File: config.mk
export PLATFORM = sky130hd
export DESIGN_NAME = pm1_wake_regs
export DESIGN_NICKNAME = d
export VERILOG_FILES = /design/src/pm_timer_carry.v /design/src/pm1_wake_regs.v
export VERILOG_INCLUDE_DIRS = /design/src /design/src/src
export SDC_FILE = /design/constraint.sdc
export NUM_CORES = 1
export LEC_CHECK = 0
export ABC_AREA = 0
export ABC_CLOCK_PERIOD_IN_PS = 1900
export BUFFER_PORTS_ARGS = -buffer_cell sky130_fd_sc_hd__buf_4
export CAP_MARGIN = 20
export CORE_MARGIN = 1.5
export CORE_UTILIZATION = 48
export CTS_BUF_LIST = sky130_fd_sc_hd__clkbuf_16
export DETAILED_ROUTE_END_ITERATION = 6
export HOLD_SLACK_MARGIN = 0.12
export PLACE_DENSITY_LB_ADDON = 0.15
export SYNTH_ARGS = -nofsm -noshare
export SYNTH_HDL_FRONTEND = slang
export SYNTH_SLANG_ARGS = --single-unit
File: constraint.sdc
create_clock -name i_clk -period 1.9 [get_ports i_clk]
set_clock_uncertainty 0.15 [all_clocks]
set_input_delay 0.095 -clock i_clk [delete_from_list [all_inputs] [get_ports i_clk]]
set_output_delay 0.095 -clock i_clk [all_outputs]
set_load 0.005 [all_outputs]
File: src/pm1_wake_defs.vh
// Purpose: constants for the power-management wake and enable register group
// Assumes: byte-wide system I/O accesses, base from two configuration bytes
// Notes: offsets are relative to the configured base
`ifndef PM1_WAKE_DEFS_VH
`define PM1_WAKE_DEFS_VH
`define OFS_STATUS_HI 16'h0001
`define OFS_ENABLE_LO 16'h0002
`define OFS_ENABLE_HI 16'h0003
`define BIT_WAKE_FLAG 7
`define BIT_TIMER_CARRY_EN 0
`define BIT_GLOBAL_EVENT_EN 5
`define RST_STATUS_HI 8'h00
`define RST_ENABLE_LO 8'h00
`define RST_ENABLE_HI 8'h00
`define MASK_ENABLE_LO 8'h21
`define TIMER_MSB 23
`define ST_WORKING 1'b0
`define ST_SLEEPING 1'b1
`endif

File: src/pm_timer_carry.v
// Purpose: detect each change of the power-management timer top bit
// Assumes: timer value synchronous to i_clk
// Notes: outputs a one-cycle pulse per change, either direction
`timescale 1ns/10ps
`include "pm1_wake_defs.vh"
module pm_timer_carry (
  // Clock and reset
  input wire i_clk,
  input wire i_sys_rst,
  // Timer
  input wire [23:0] i_timer,
  output reg o_carry
);
  reg msb_q;
  reg seen_q;
  always @(posedge i_clk or posedge i_sys_rst) begin
    if (i_sys_rst) begin
      msb_q <= 1'b0;
      seen_q <= 1'b0;
      o_carry <= 1'b0;
    end else begin
      msb_q <= i_timer[`TIMER_MSB];
      seen_q <= 1'b1;
      // First sample after reset only primes the history
      o_carry <= seen_q && (msb_q != i_timer[`TIMER_MSB]);
    end
  end
endmodule // pm_timer_carry

File: src/pm1_wake_regs.v
// Purpose: second status byte with wake flag and first/second enable bytes
// Assumes: single-cycle system I/O read/write strobes, synchronous inputs
// Notes: sleep/work state kept here; timer and first status byte logic kept outside
// Operation
// - Hardware sets wake flag bit 7 on any resume event while sleeping; no enable bit gates it.
// - Setting wake flag moves state machine from sleeping to working.
// - Writing one clears wake flag; writing zero leaves it alone.
// - Standby timer expiry also clears the wake flag.
// - Wake flag clear and all devices sleeping puts chip to sleep.
// - Status byte bits 0 to 6 are reserved, read zero.
// - Timer carry enable bit 0 lets timer carry flag raise interrupt.
// - Timer carry enable clear blocks interrupt even with flag set.
// - Enable byte bits 1 to 4 read back zero.
// - Global enable bit 5 with global flag raises active-low interrupt.
// - Timer carry flag set on every change of timer bit 23.
// - Firmware release write sets global flag; only write-one clears it.
// - Group base comes from two configuration bytes, fixed offsets.
`timescale 1ns/10ps
`include "pm1_wake_defs.vh"
module pm1_wake_regs (
  // Clock and reset
  input wire i_clk,
  input wire i_sys_rst,
  // System I/O access
  input wire [15:0] i_io_addr,
  input wire i_io_wr,
  input wire i_io_rd,
  input wire [7:0] i_io_wdata,
  output reg [7:0] o_io_rdata,
  output reg o_io_sel,
  // Base address configuration bytes
  input wire [7:0] i_base_address_high_cfg,
  input wire [7:0] i_base_address_low_cfg,
  // Power events
  input wire i_resume_event,
  input wire i_standby_expired,
  input wire i_all_devices_sleeping,
  input wire [23:0] i_pm_timer,
  // Firmware release and flag clears from the first status byte
  input wire i_firmware_release_set,
  input wire i_timer_carry_clear,
  input wire i_global_event_clear,
  // State and flags
  output reg o_sleeping,
  output reg o_timer_carry_flag,
  output reg o_global_event_flag,
  output reg o_firmware_release_bit,
  output reg o_sci_n
);
  reg wake_flag_q;
  reg [7:0] enable_lo_q;
  reg [7:0] enable_hi_q;
  wire carry;
  wire [15:0] base;
  wire [15:0] ofs;
  wire hit;
  wire wr_status_hi;
  wire wr_enable_lo;
  wire wr_enable_hi;
  wire wake_set;
  wire timer_d;
  wire global_d;
  wire [7:0] enable_lo_d;

  pm_timer_carry u_carry (
    .i_clk(i_clk),
    .i_sys_rst(i_sys_rst),
    .i_timer(i_pm_timer),
    .o_carry(carry)
  );

  assign base = {i_base_address_high_cfg, i_base_address_low_cfg};
  assign ofs = i_io_addr - base;
  assign hit = (i_io_addr >= base) && (ofs <= `OFS_ENABLE_HI) && (ofs >= `OFS_STATUS_HI);
  assign wr_status_hi = i_io_wr && hit && (ofs == `OFS_STATUS_HI);
  assign wr_enable_lo = i_io_wr && hit && (ofs == `OFS_ENABLE_LO);
  assign wr_enable_hi = i_io_wr && hit && (ofs == `OFS_ENABLE_HI);
  assign wake_set = i_resume_event && o_sleeping;

  // Set wins over clear so an event in the clearing cycle survives
  assign timer_d = carry | (o_timer_carry_flag & ~i_timer_carry_clear);
  assign global_d = i_firmware_release_set |
                    (o_global_event_flag & ~i_global_event_clear);
  assign enable_lo_d = wr_enable_lo ? (i_io_wdata & `MASK_ENABLE_LO) : enable_lo_q;

  always @(posedge i_clk or posedge i_sys_rst) begin
    if (i_sys_rst) begin
      wake_flag_q <= 1'b0;
      enable_lo_q <= `RST_ENABLE_LO;
      enable_hi_q <= `RST_ENABLE_HI;
      o_sleeping <= `ST_WORKING;
      o_timer_carry_flag <= 1'b0;
      o_global_event_flag <= 1'b0;
      o_firmware_release_bit <= 1'b0;
      o_sci_n <= 1'b1;
      o_io_rdata <= 8'h00;
      o_io_sel <= 1'b0;
    end else begin
      if (wake_set) begin
        wake_flag_q <= 1'b1;
      end else if ((wr_status_hi && i_io_wdata[`BIT_WAKE_FLAG]) || i_standby_expired) begin
        wake_flag_q <= 1'b0;
      end
      case (o_sleeping)
        `ST_SLEEPING: begin
          if (wake_set) begin
            o_sleeping <= `ST_WORKING;
          end
        end
        `ST_WORKING: begin
          // Wake flag must be clear; a pending wake keeps the chip awake
          if (!wake_flag_q && !wake_set && i_all_devices_sleeping) begin
            o_sleeping <= `ST_SLEEPING;
          end
        end
        default: o_sleeping <= `ST_WORKING;
      endcase
      enable_lo_q <= enable_lo_d;
      if (wr_enable_hi) begin
        enable_hi_q <= i_io_wdata;
      end
      o_timer_carry_flag <= timer_d;
      o_global_event_flag <= global_d;
      if (i_firmware_release_set) begin
        o_firmware_release_bit <= 1'b1;
      end else if (i_global_event_clear) begin
        o_firmware_release_bit <= 1'b0;
      end
      // Level output, held while any enabled pair stays set
      o_sci_n <= ~((enable_lo_d[`BIT_TIMER_CARRY_EN] & timer_d) |
                   (enable_lo_d[`BIT_GLOBAL_EVENT_EN] & global_d));
      o_io_sel <= hit && (i_io_rd || i_io_wr);
      if (i_io_rd && hit) begin
        case (ofs)
          `OFS_STATUS_HI: o_io_rdata <= {wake_flag_q, 7'h00};
          `OFS_ENABLE_LO: o_io_rdata <= enable_lo_q;
          `OFS_ENABLE_HI: o_io_rdata <= enable_hi_q;
          default: o_io_rdata <= 8'h00;
        endcase
      end else begin
        o_io_rdata <= 8'h00;
      end
    end
  end
endmodule // pm1_wake_regs

==> impl_summary.log, run 1 <==
[metrics] result of the run: complete, but fails checks
[metrics] failing checks: setup timing
[metrics] number of pins with negative max-slew slack in the final report: 0
[metrics] overall power: 2.069 mW
[metrics] sum of net half-perimeters after detailed placement: 4151 um
[metrics] path category of the worst min-delay check: input port to flip-flop
[metrics] via density per instance: 6.338
[metrics] critical path launch point type: input port
[metrics] die footprint: 0.004812 mm^2
[metrics] clock-pin transition on the worst setup and hold timing paths: 70 ps
[metrics] TritonCTS Buffers: 3
[metrics] netlist area before placement: 0.002115 mm^2
[metrics] CTS tree: built
[metrics] largest cells by area after synthesis: sky130_fd_sc_hd__dfrtp_1 32%, sky130_fd_sc_hd__ha_1 9.5%, sky130_fd_sc_hd__inv_1 4.6%
[metrics] total number of nets in the final design: 456
[metrics] antenna violations before repair: 0
[metrics] ratio of cells with drive above 1 in the final layout: 0.4945
[metrics] DRC violation total after the first TritonRoute iteration: 377
[metrics] Placeable Area: 0.004115 mm^2
[metrics] sw frac: 0.3527
[metrics] sequential share of power: 0.309
[metrics] Min Hold Slack: 188.7 ps
[metrics] DP Area: 0.003129 mm^2
[metrics] wire length of the first global-routing pass: 11360 um
[metrics] effective utilization at floorplan: 0.5138
[metrics] number of I/O pins: 88
[metrics] pin count of the biggest net entering global routing: 29
[metrics] number of global-route vias before repair: 2333
[metrics] post-synthesis net count: 314
[metrics] Die W: 69.37 um
[metrics] number of different library cells in the post-synthesis netlist: 51
[metrics] insertion delay to the later sink of the worst-skew pair: 270 ps
[metrics] unrepaired setup endpoints after global routing: true
[metrics] smallest setup slack after layout: -1150 ps
[metrics] Port Buffers: 64
[metrics] routed length per instance: 23.10 um
[metrics] mean area per synthesized cell: 9.482 um^2
[metrics] worst supply voltage drop on vdd: 328.5 uV
[metrics] Highest Clock Rate: 0.3279 GHz
[metrics] Clk pwr share: 0.241
[metrics] total congestion overflow: 0
[metrics] data required time at the worst endpoint: 1910 ps
[metrics] MaxCap Viol Count: 0
[metrics] Setup TNS Final: -19510 ps
[metrics] portion of total power attributed to combinational logic: 0.450
[metrics] Seq cells post-synth: 28
[metrics] Critical Path Sink Type: flip-flop
[metrics] Final Core Density: 0.9030
[metrics] critical-path maximum fanout: 6
[metrics] count of H-tree levels built during CTS: 1
[metrics] count of standard-cell rows: 23
[metrics] leakage power total: 1.806 nW
[metrics] Yosys top cell by area: sky130_fd_sc_hd__dfrtp_1
[metrics] clock sinks: 28
[metrics] asr flop ratio synth: 1.000
[metrics] Cell Int Power: 1.339 mW
[metrics] Global Route Usage Sum: 0.2876
[metrics] Initial DRT Pass Iterations: 5
[metrics] share of the yosys chip area belonging to registers: 0.3320
[metrics] Worst Min Path Start: i_base_address_low_cfg[0]
[metrics] cell at the root of the clock tree: sky130_fd_sc_hd__clkbuf_16
[metrics] area grow syn2layout: 75.74%
[metrics] die extent in y: 69.37 um
[metrics] ys flop type: sky130_fd_sc_hd__dfrtp_1
[metrics] number of enable-type register cells in the synthesized netlist: 0
[metrics] # DRC: 0
[metrics] Max Root-Sink Buffers: 2
[metrics] synthesis warning total: 0
[metrics] data arrival time of the critical path: 3050 ps
[metrics] fin crit period: 3050 ps
[metrics] power density over the cells: 556.7 mW/mm^2
[metrics] type of the worst setup path: input port to flip-flop
[metrics] Post-Synthesis Cells: 223
[metrics] post-layout instance area: 0.003716 mm^2
[metrics] via count: 2624
[metrics] diode count: 0
[metrics] weighted congestion reported at the end of routability-driven placement: 0.8527
[metrics] r2r worst-path depth: 4
[metrics] period utilisation layout: 1.605
[metrics] net switching power: 0.7297 mW
[metrics] total detailed-routing wirelength: 9562 um
[metrics] Setup-failing EPs final: 21
[metrics] count of endpoints failing hold in the final timing report: 0
[metrics] hold path cells: 4
[metrics] post-detailed-route count of antenna-violating nets: 0
[metrics] proportion of netlist area held by the largest area contributor: 0.3195
[metrics] Largest regs: enable_hi_q: 8 flops, o_io_rdata: 8 flops, enable_lo_q: 2 flops
[metrics] launching instance or port of the critical path: i_io_addr[0]
[metrics] worst reg2reg startpoint: wake_flag_q
==> worst paths after layout <==
path | endpoint | slack, ps
setup / recovery | enable_hi_q[4] | -1150
hold / removal | wake_flag_q | 190
setup reg to reg | o_sleeping | 370
hold reg to reg | u_carry.o_carry | 370
max in group asynchronous | o_sci_n | 930
min in group asynchronous | u_carry.msb_q | 370
==> placed cells by master (no fill, tap or decap), types with 5 or more instances in the layout <==
cell	instances
sky130_fd_sc_hd__ha_1	11
sky130_fd_sc_hd__a21o_1	6
sky130_fd_sc_hd__buf_6	6
sky130_fd_sc_hd__a21oi_1	11
sky130_fd_sc_hd__mux2_4	11
sky130_fd_sc_hd__a21oi_2	5
sky130_fd_sc_hd__nor2_1	10
sky130_fd_sc_hd__inv_1	26
sky130_fd_sc_hd__nand3_1	5
sky130_fd_sc_hd__nor4_4	6
sky130_fd_sc_hd__buf_4	110
sky130_fd_sc_hd__dlygate4sd3_1	20
sky130_fd_sc_hd__o21ai_0	6
sky130_fd_sc_hd__dfrtp_1	27
sky130_fd_sc_hd__xor2_1	5
sky130_fd_sc_hd__nand2_1	17
==> critical path: stages <==
cell	delay (ps)
sky130_fd_sc_hd__buf_8	80
sky130_fd_sc_hd__inv_8	30
sky130_fd_sc_hd__ha_4	160
sky130_fd_sc_hd__fa_2	410
sky130_fd_sc_hd__nand2b_4	180
sky130_fd_sc_hd__a21o_1	210
sky130_fd_sc_hd__a211oi_2	280
sky130_fd_sc_hd__buf_4	150
sky130_fd_sc_hd__o21bai_1	120
sky130_fd_sc_hd__a21oi_2	260
sky130_fd_sc_hd__o21bai_2	160
sky130_fd_sc_hd__nor4_4	370
sky130_fd_sc_hd__buf_6	210
sky130_fd_sc_hd__mux2_4	320
==> cell usage after synthesis, types with 2 or more instances <==
master / number
sky130_fd_sc_hd__a21o_1: 6
sky130_fd_sc_hd__a221oi_1: 3
sky130_fd_sc_hd__and2_1: 2
sky130_fd_sc_hd__nand2b_1: 4
sky130_fd_sc_hd__inv_1: 26
sky130_fd_sc_hd__xnor2_1: 4
sky130_fd_sc_hd__nand3_1: 5
sky130_fd_sc_hd__a211o_1: 2
sky130_fd_sc_hd__o21a_1: 2
sky130_fd_sc_hd__mux2_4: 3
sky130_fd_sc_hd__nor4_1: 8
sky130_fd_sc_hd__o21bai_1: 2
sky130_fd_sc_hd__a2111oi_4: 3
sky130_fd_sc_hd__nor2_1: 13
sky130_fd_sc_hd__mux2_2: 8
sky130_fd_sc_hd__mux2i_1: 3
sky130_fd_sc_hd__ha_1: 16
sky130_fd_sc_hd__nor2b_1: 3
sky130_fd_sc_hd__nor3_1: 5
sky130_fd_sc_hd__a21oi_1: 16
sky130_fd_sc_hd__o2111ai_1: 2
sky130_fd_sc_hd__xor2_1: 5
sky130_fd_sc_hd__nand2_1: 18
sky130_fd_sc_hd__a22oi_1: 2
sky130_fd_sc_hd__o21ai_0: 7
sky130_fd_sc_hd__nor3b_1: 2
sky130_fd_sc_hd__a211oi_1: 3
sky130_fd_sc_hd__dfrtp_1: 27
==> stage by stage <==
step                      setup WS, ps  instances
after floorplan                  -1073        223
after global placement           -1254        383
after detailed placement         -1289        383
after CTS                       -944.2        410
after global routing             -1187        414
final                            -1150        414
==> power groups by stage <==
| stage | Combinational (mW) | Sequential (mW) | Clock [mW] |
|---|---|---|---|
| floorplan | 0.397 | 0.642 | 0 |
| global placement | 0.691 | 0.643 | 0 |
| global route | 0.971 | 0.639 | 0.523 |
| CTS | 0.786 | 0.633 | 0.478 |
| detailed placement | 0.703 | 0.643 | 0 |
| finish | 0.931 | 0.639 | 0.499 |
==> layout make-up <==
class	instances	area (um^2)
clock buffer	3	75.07
tap	50	62.56
multi-input combinational	167	1624
timing repair buffer	139	1144
sequential	28	701.9
clock inverter	1	3.754
inverter	26	105.1
fill	163	399.1
==> cells by family (layout without fill, tap and decap cells) <==
logic type,after synthesis,after routing,synth area share
XOR/XNOR,9,9,0.03728
multiplexers,14,14,0.07811
adder cells (fa/ha/maj),17,17,0.1041
AND/OR/NAND/NOR,70,70,0.1858
flip-flops,28,28,0.3320
buffers and inverters,28,169,0.05029
AO/OA/AOI/OAI,56,56,0.2107
other,1,1,0.001773
==> layer usage <==
| layer | vias up | routed length (um) | GRT usage |
|---|---|---|---|
| met1 | 1244 | 3495 | 0.3640 |
| met3 | 62 | 888 | 0.02035 |
| li1 | 1089 | - | - |
| met2 | 229 | 4569 | 0.5107 |
| met5 | - | 0 | 0 |
| met4 | 0 | 609 | 0.1089 |
==> repair_timing <==
item,4_1_cts,5_1_grt
hold buffers,20,0
hold endpoints to repair,53,0
resized for setup,18,32
buffers inserted,3,4
pin swaps,3,9
endpoints found under the setup margin,21,21
Power figures use the tool's default switching activity.
==> run 2, diff against run 1 <==
--- a/config.mk
+++ b/config.mk
@@ -10,12 +10,11 @@
 export ABC_CLOCK_PERIOD_IN_PS = 1900
 export BUFFER_PORTS_ARGS = -buffer_cell sky130_fd_sc_hd__buf_4
 export CAP_MARGIN = 20
-export CORE_MARGIN = 1.5
 export CORE_UTILIZATION = 48
 export CTS_BUF_LIST = sky130_fd_sc_hd__clkbuf_16
 export DETAILED_ROUTE_END_ITERATION = 6
 export HOLD_SLACK_MARGIN = 0.12
-export PLACE_DENSITY_LB_ADDON = 0.15
+export PLACE_DENSITY = 0.8
 export SYNTH_ARGS = -nofsm -noshare
 export SYNTH_HDL_FRONTEND = slang
 export SYNTH_SLANG_ARGS = --single-unit
==> impl_summary.log, run 2 (synthesized netlist as in run 1, its figures left out) <==
[metrics] result of the run: complete, but fails checks
[metrics] failing checks: setup timing
[metrics] pin count of the biggest net entering global routing: 29 (unchanged)
[metrics] unrepaired setup endpoints after global routing: true
[metrics] area grow syn2layout: 75.86% (about the same)
[metrics] Setup-failing EPs final: 21 (unchanged)
[metrics] placed cell count: 381 (-0.52%)
[metrics] effective utilization at floorplan: 0.5138 (unchanged)
[metrics] path category of the worst min-delay check: input port to flip-flop
[metrics] count of endpoints failing hold in the final timing report: 0 (unchanged)
[metrics] worst supply voltage drop on vdd: 568.2 uV (+73%)
[metrics] Max Root-Sink Buffers: 2 (unchanged)
[metrics] area of the multi-input gates: 0.001619 mm^2 (-0.31%)
[metrics] non-filler cells, final: 413 (-0.24%)
[metrics] count of standard-cell rows: 23 (unchanged)
[metrics] Initial DRT Pass Iterations: 6 (+1)
[metrics] Highest Clock Rate: 0.3261 GHz (-0.54%)
[metrics] MaxCap Viol Count: 0 (unchanged)
[metrics] power density over the cells: 602.6 mW/mm^2 (+8.3%)
[metrics] total detailed-routing wirelength: 10190 um (+6.5%)
[metrics] most frequent cell on the critical path: sky130_fd_sc_hd__buf_4
[metrics] Relative slew margins: 0.5909
[metrics] met3 Use GR: 0.1250 (+0.1047)
[metrics] gr busiest metal: met2
[metrics] actual slew at the worst max-slew pin: 596.6 ps
[metrics] sw frac: 0.3388 (-0.01386)
[metrics] wire length of the first global-routing pass: 12540 um (+10%)
[metrics] insertion delay to the later sink of the worst-skew pair: 270 ps (about the same)
[metrics] ratio of cells with drive above 1 in the final layout: 0.4904 (-0.004147)
[metrics] Global Route met2 Usage: 0.6434 (+0.1327)
[metrics] Global Route Usage Sum: 0.3804 (+0.09278)
[metrics] total number of nets in the final design: 455 (-0.22%)
[metrics] critical path launch point type: input port
[metrics] commonest cells after routing, fill and taps aside: 111 x sky130_fd_sc_hd__buf_4, 27 x sky130_fd_sc_hd__dfrtp_1, 25 x sky130_fd_sc_hd__inv_1
[metrics] period utilisation layout: 1.614 (+0.008753)
[metrics] die extent in y: 68.37 um (-1.4%)
[metrics] cell at the root of the clock tree: sky130_fd_sc_hd__clkbuf_16
[metrics] number of global-route vias before repair: 2569 (+10%)
[metrics] die footprint: 0.004674 mm^2 (-2.9%)
[metrics] critical-path maximum fanout: 4 (-2)
[metrics] # DRC: 0 (unchanged)
[metrics] Largest regs: enable_hi_q: 8 flops, o_io_rdata: 8 flops, enable_lo_q: 2 flops
[metrics] Critical Path Sink Type: flip-flop
[metrics] number of I/O pins: 88 (unchanged)
[metrics] most common library cell in the layout ignoring fill and taps: sky130_fd_sc_hd__buf_4
[metrics] Filler Cells Inserted: 167 (+2.5%)
[metrics] Die W: 68.37 um (-1.4%)
[metrics] count of H-tree levels built during CTS: 1 (unchanged)
[metrics] type of the worst setup path: input port to flip-flop
[metrics] smallest setup slack after layout: -1166 ps (-16.63 ps)
[metrics] clock sinks: 28 (unchanged)
[metrics] via density per instance: 6.535 (+3.1%)
[metrics] antenna violations before repair: 0 (unchanged)
[metrics] data arrival time of the critical path: 3070 ps (+20 ps)
[metrics] routed length per instance: 24.67 um (+6.8%)
[metrics] total congestion overflow: 0 (unchanged)
[metrics] Final Core Density: 0.9036 (about the same)
[metrics] DRC violation total after the first TritonRoute iteration: 328 (-13%)
[metrics] largest stage delay on the critical path: 620 ps (+210 ps)
[metrics] diode count: 0 (unchanged)
[metrics] weighted congestion reported at the end of routability-driven placement: 0.8652 (+1.5%)
[metrics] CTS tree: built
[metrics] data required time at the worst endpoint: 1900 ps (about the same)
[metrics] Port Buffers: 64 (unchanged)
[metrics] clock-pin transition on the worst setup and hold timing paths: 70 ps (about the same)
[metrics] Placeable Area: 0.004115 mm^2 (unchanged)
[metrics] Cell Int Power: 1.482 mW (+11%)
[metrics] sequential share of power: 0.287 (-0.022)
[metrics] number of pins with negative max-slew slack in the final report: 0 (unchanged)
[metrics] fin crit period: 3066 ps (+16.63 ps)
[metrics] sum of net half-perimeters after detailed placement: 4540 um (+9.4%)
[metrics] sequential cell area: 701.9 um^2 (unchanged)
[metrics] post-detailed-route count of antenna-violating nets: 0 (unchanged)
[metrics] via count: 2699 (+2.9%)
[metrics] leakage power total: 1.803 nW (-0.12%)
[metrics] crit path max-delay cell type: sky130_fd_sc_hd__or4_4
[metrics] Clk pwr share: 0.284 (+0.043)
[metrics] portion of total power attributed to combinational logic: 0.429 (-0.021)
[metrics] GRT met1 Usage: 0.3908 (+0.02685)
[metrics] net switching power: 0.7593 mW (+4.1%)
[metrics] CP Cell Sequence: buf_4, inv_1, ha_2, buf_4, nand2b_4, a21oi_1, nor3b_1, o2111ai_2, a2111oi_4, nand4_4, or4_4, mux2_4
[metrics] TritonCTS Buffers: 3 (unchanged)
run 2: power groups by stage:
stage          Sequential [mW]  Combinational [mW]  Clock [mW]
2_1_floorplan            0.642               0.397           0
5_1_grt                  0.644                1.03       0.660
3_5_place_dp             0.645               0.709           0
3_3_place_gp             0.645               0.691           0
4_1_cts                  0.633               0.803       0.618
6_report                 0.642               0.962       0.636
run 2: repair_timing:
item	4_1_cts	5_1_grt
buffers inserted	3	6
setup endpoints to repair	21	21
gates resized for setup	27	19
hold endpoints to repair	52	0
hold buffers	20	0
pin swaps	6	15
run 2: path summary, 6_finish.rpt:
| path | cells after the start | start | slack (ps) | end |
|---|---|---|---|---|
| min in group asynchronous | 4 | i_sys_rst | 420 | o_io_rdata[0] |
| worst max-delay path | 12 | i_base_address_low_cfg[2] | -1170 | enable_lo_q[5] |
| worst min register to register | 1 | u_carry.seen_q | 350 | u_carry.o_carry |
| max in group asynchronous | 4 | i_sys_rst | 880 | o_sci_n |
| worst min-delay path | 4 | i_base_address_low_cfg[0] | 230 | o_io_rdata[7] |
| worst max register to register | 4 | wake_flag_q | 210 | o_sleeping |
run 2: layout make-up:
class                      count  area share
clock buffer                   3     0.02019
tap                           50     0.01682
inverter                      26     0.02826
multi-input combinational    167      0.4354
sequential                    28      0.1888
timing repair buffer         138      0.3025
clock inverter                 1    0.008075
run 2: layer usage:
layer  vias to the layer above  part of all wire  routed length (um)
met1                      1240              0.34                3462
met2                       271              0.46                4720
met4                         0             0.085                 862
li1                       1093                 -                   -
met5                         -                 0                   0
met3                        95              0.11                1143
run 2: worst max-delay path, delay by kind of cell:
| kind | cells | cell delay [ps] |
|---|---|---|
| buffers and inverters | 3 | 350 |
| AND/OR/NAND/NOR | 4 | 1230 |
| AO/OA/AOI/OAI | 3 | 730 |
| adder cells (fa/ha/maj) | 1 | 320 |
| multiplexers | 1 | 340 |
run 2: stage by stage:
step	area, um^2	setup slack (ps)	power [mW]	TNS (ps)	hold WS (ps)
CTS	3580	-1006	2.054	-16420	219.5
global route	3719	-1260	2.337	-22830	228.4
floorplan	2235	-1073	1.039	-16380	-23.57
finish	3719	-1166	2.241	-20810	227.3
global placement	3114	-1271	1.336	-21450	28.64
detailed placement	3114	-1350	1.354	-23370	34.49
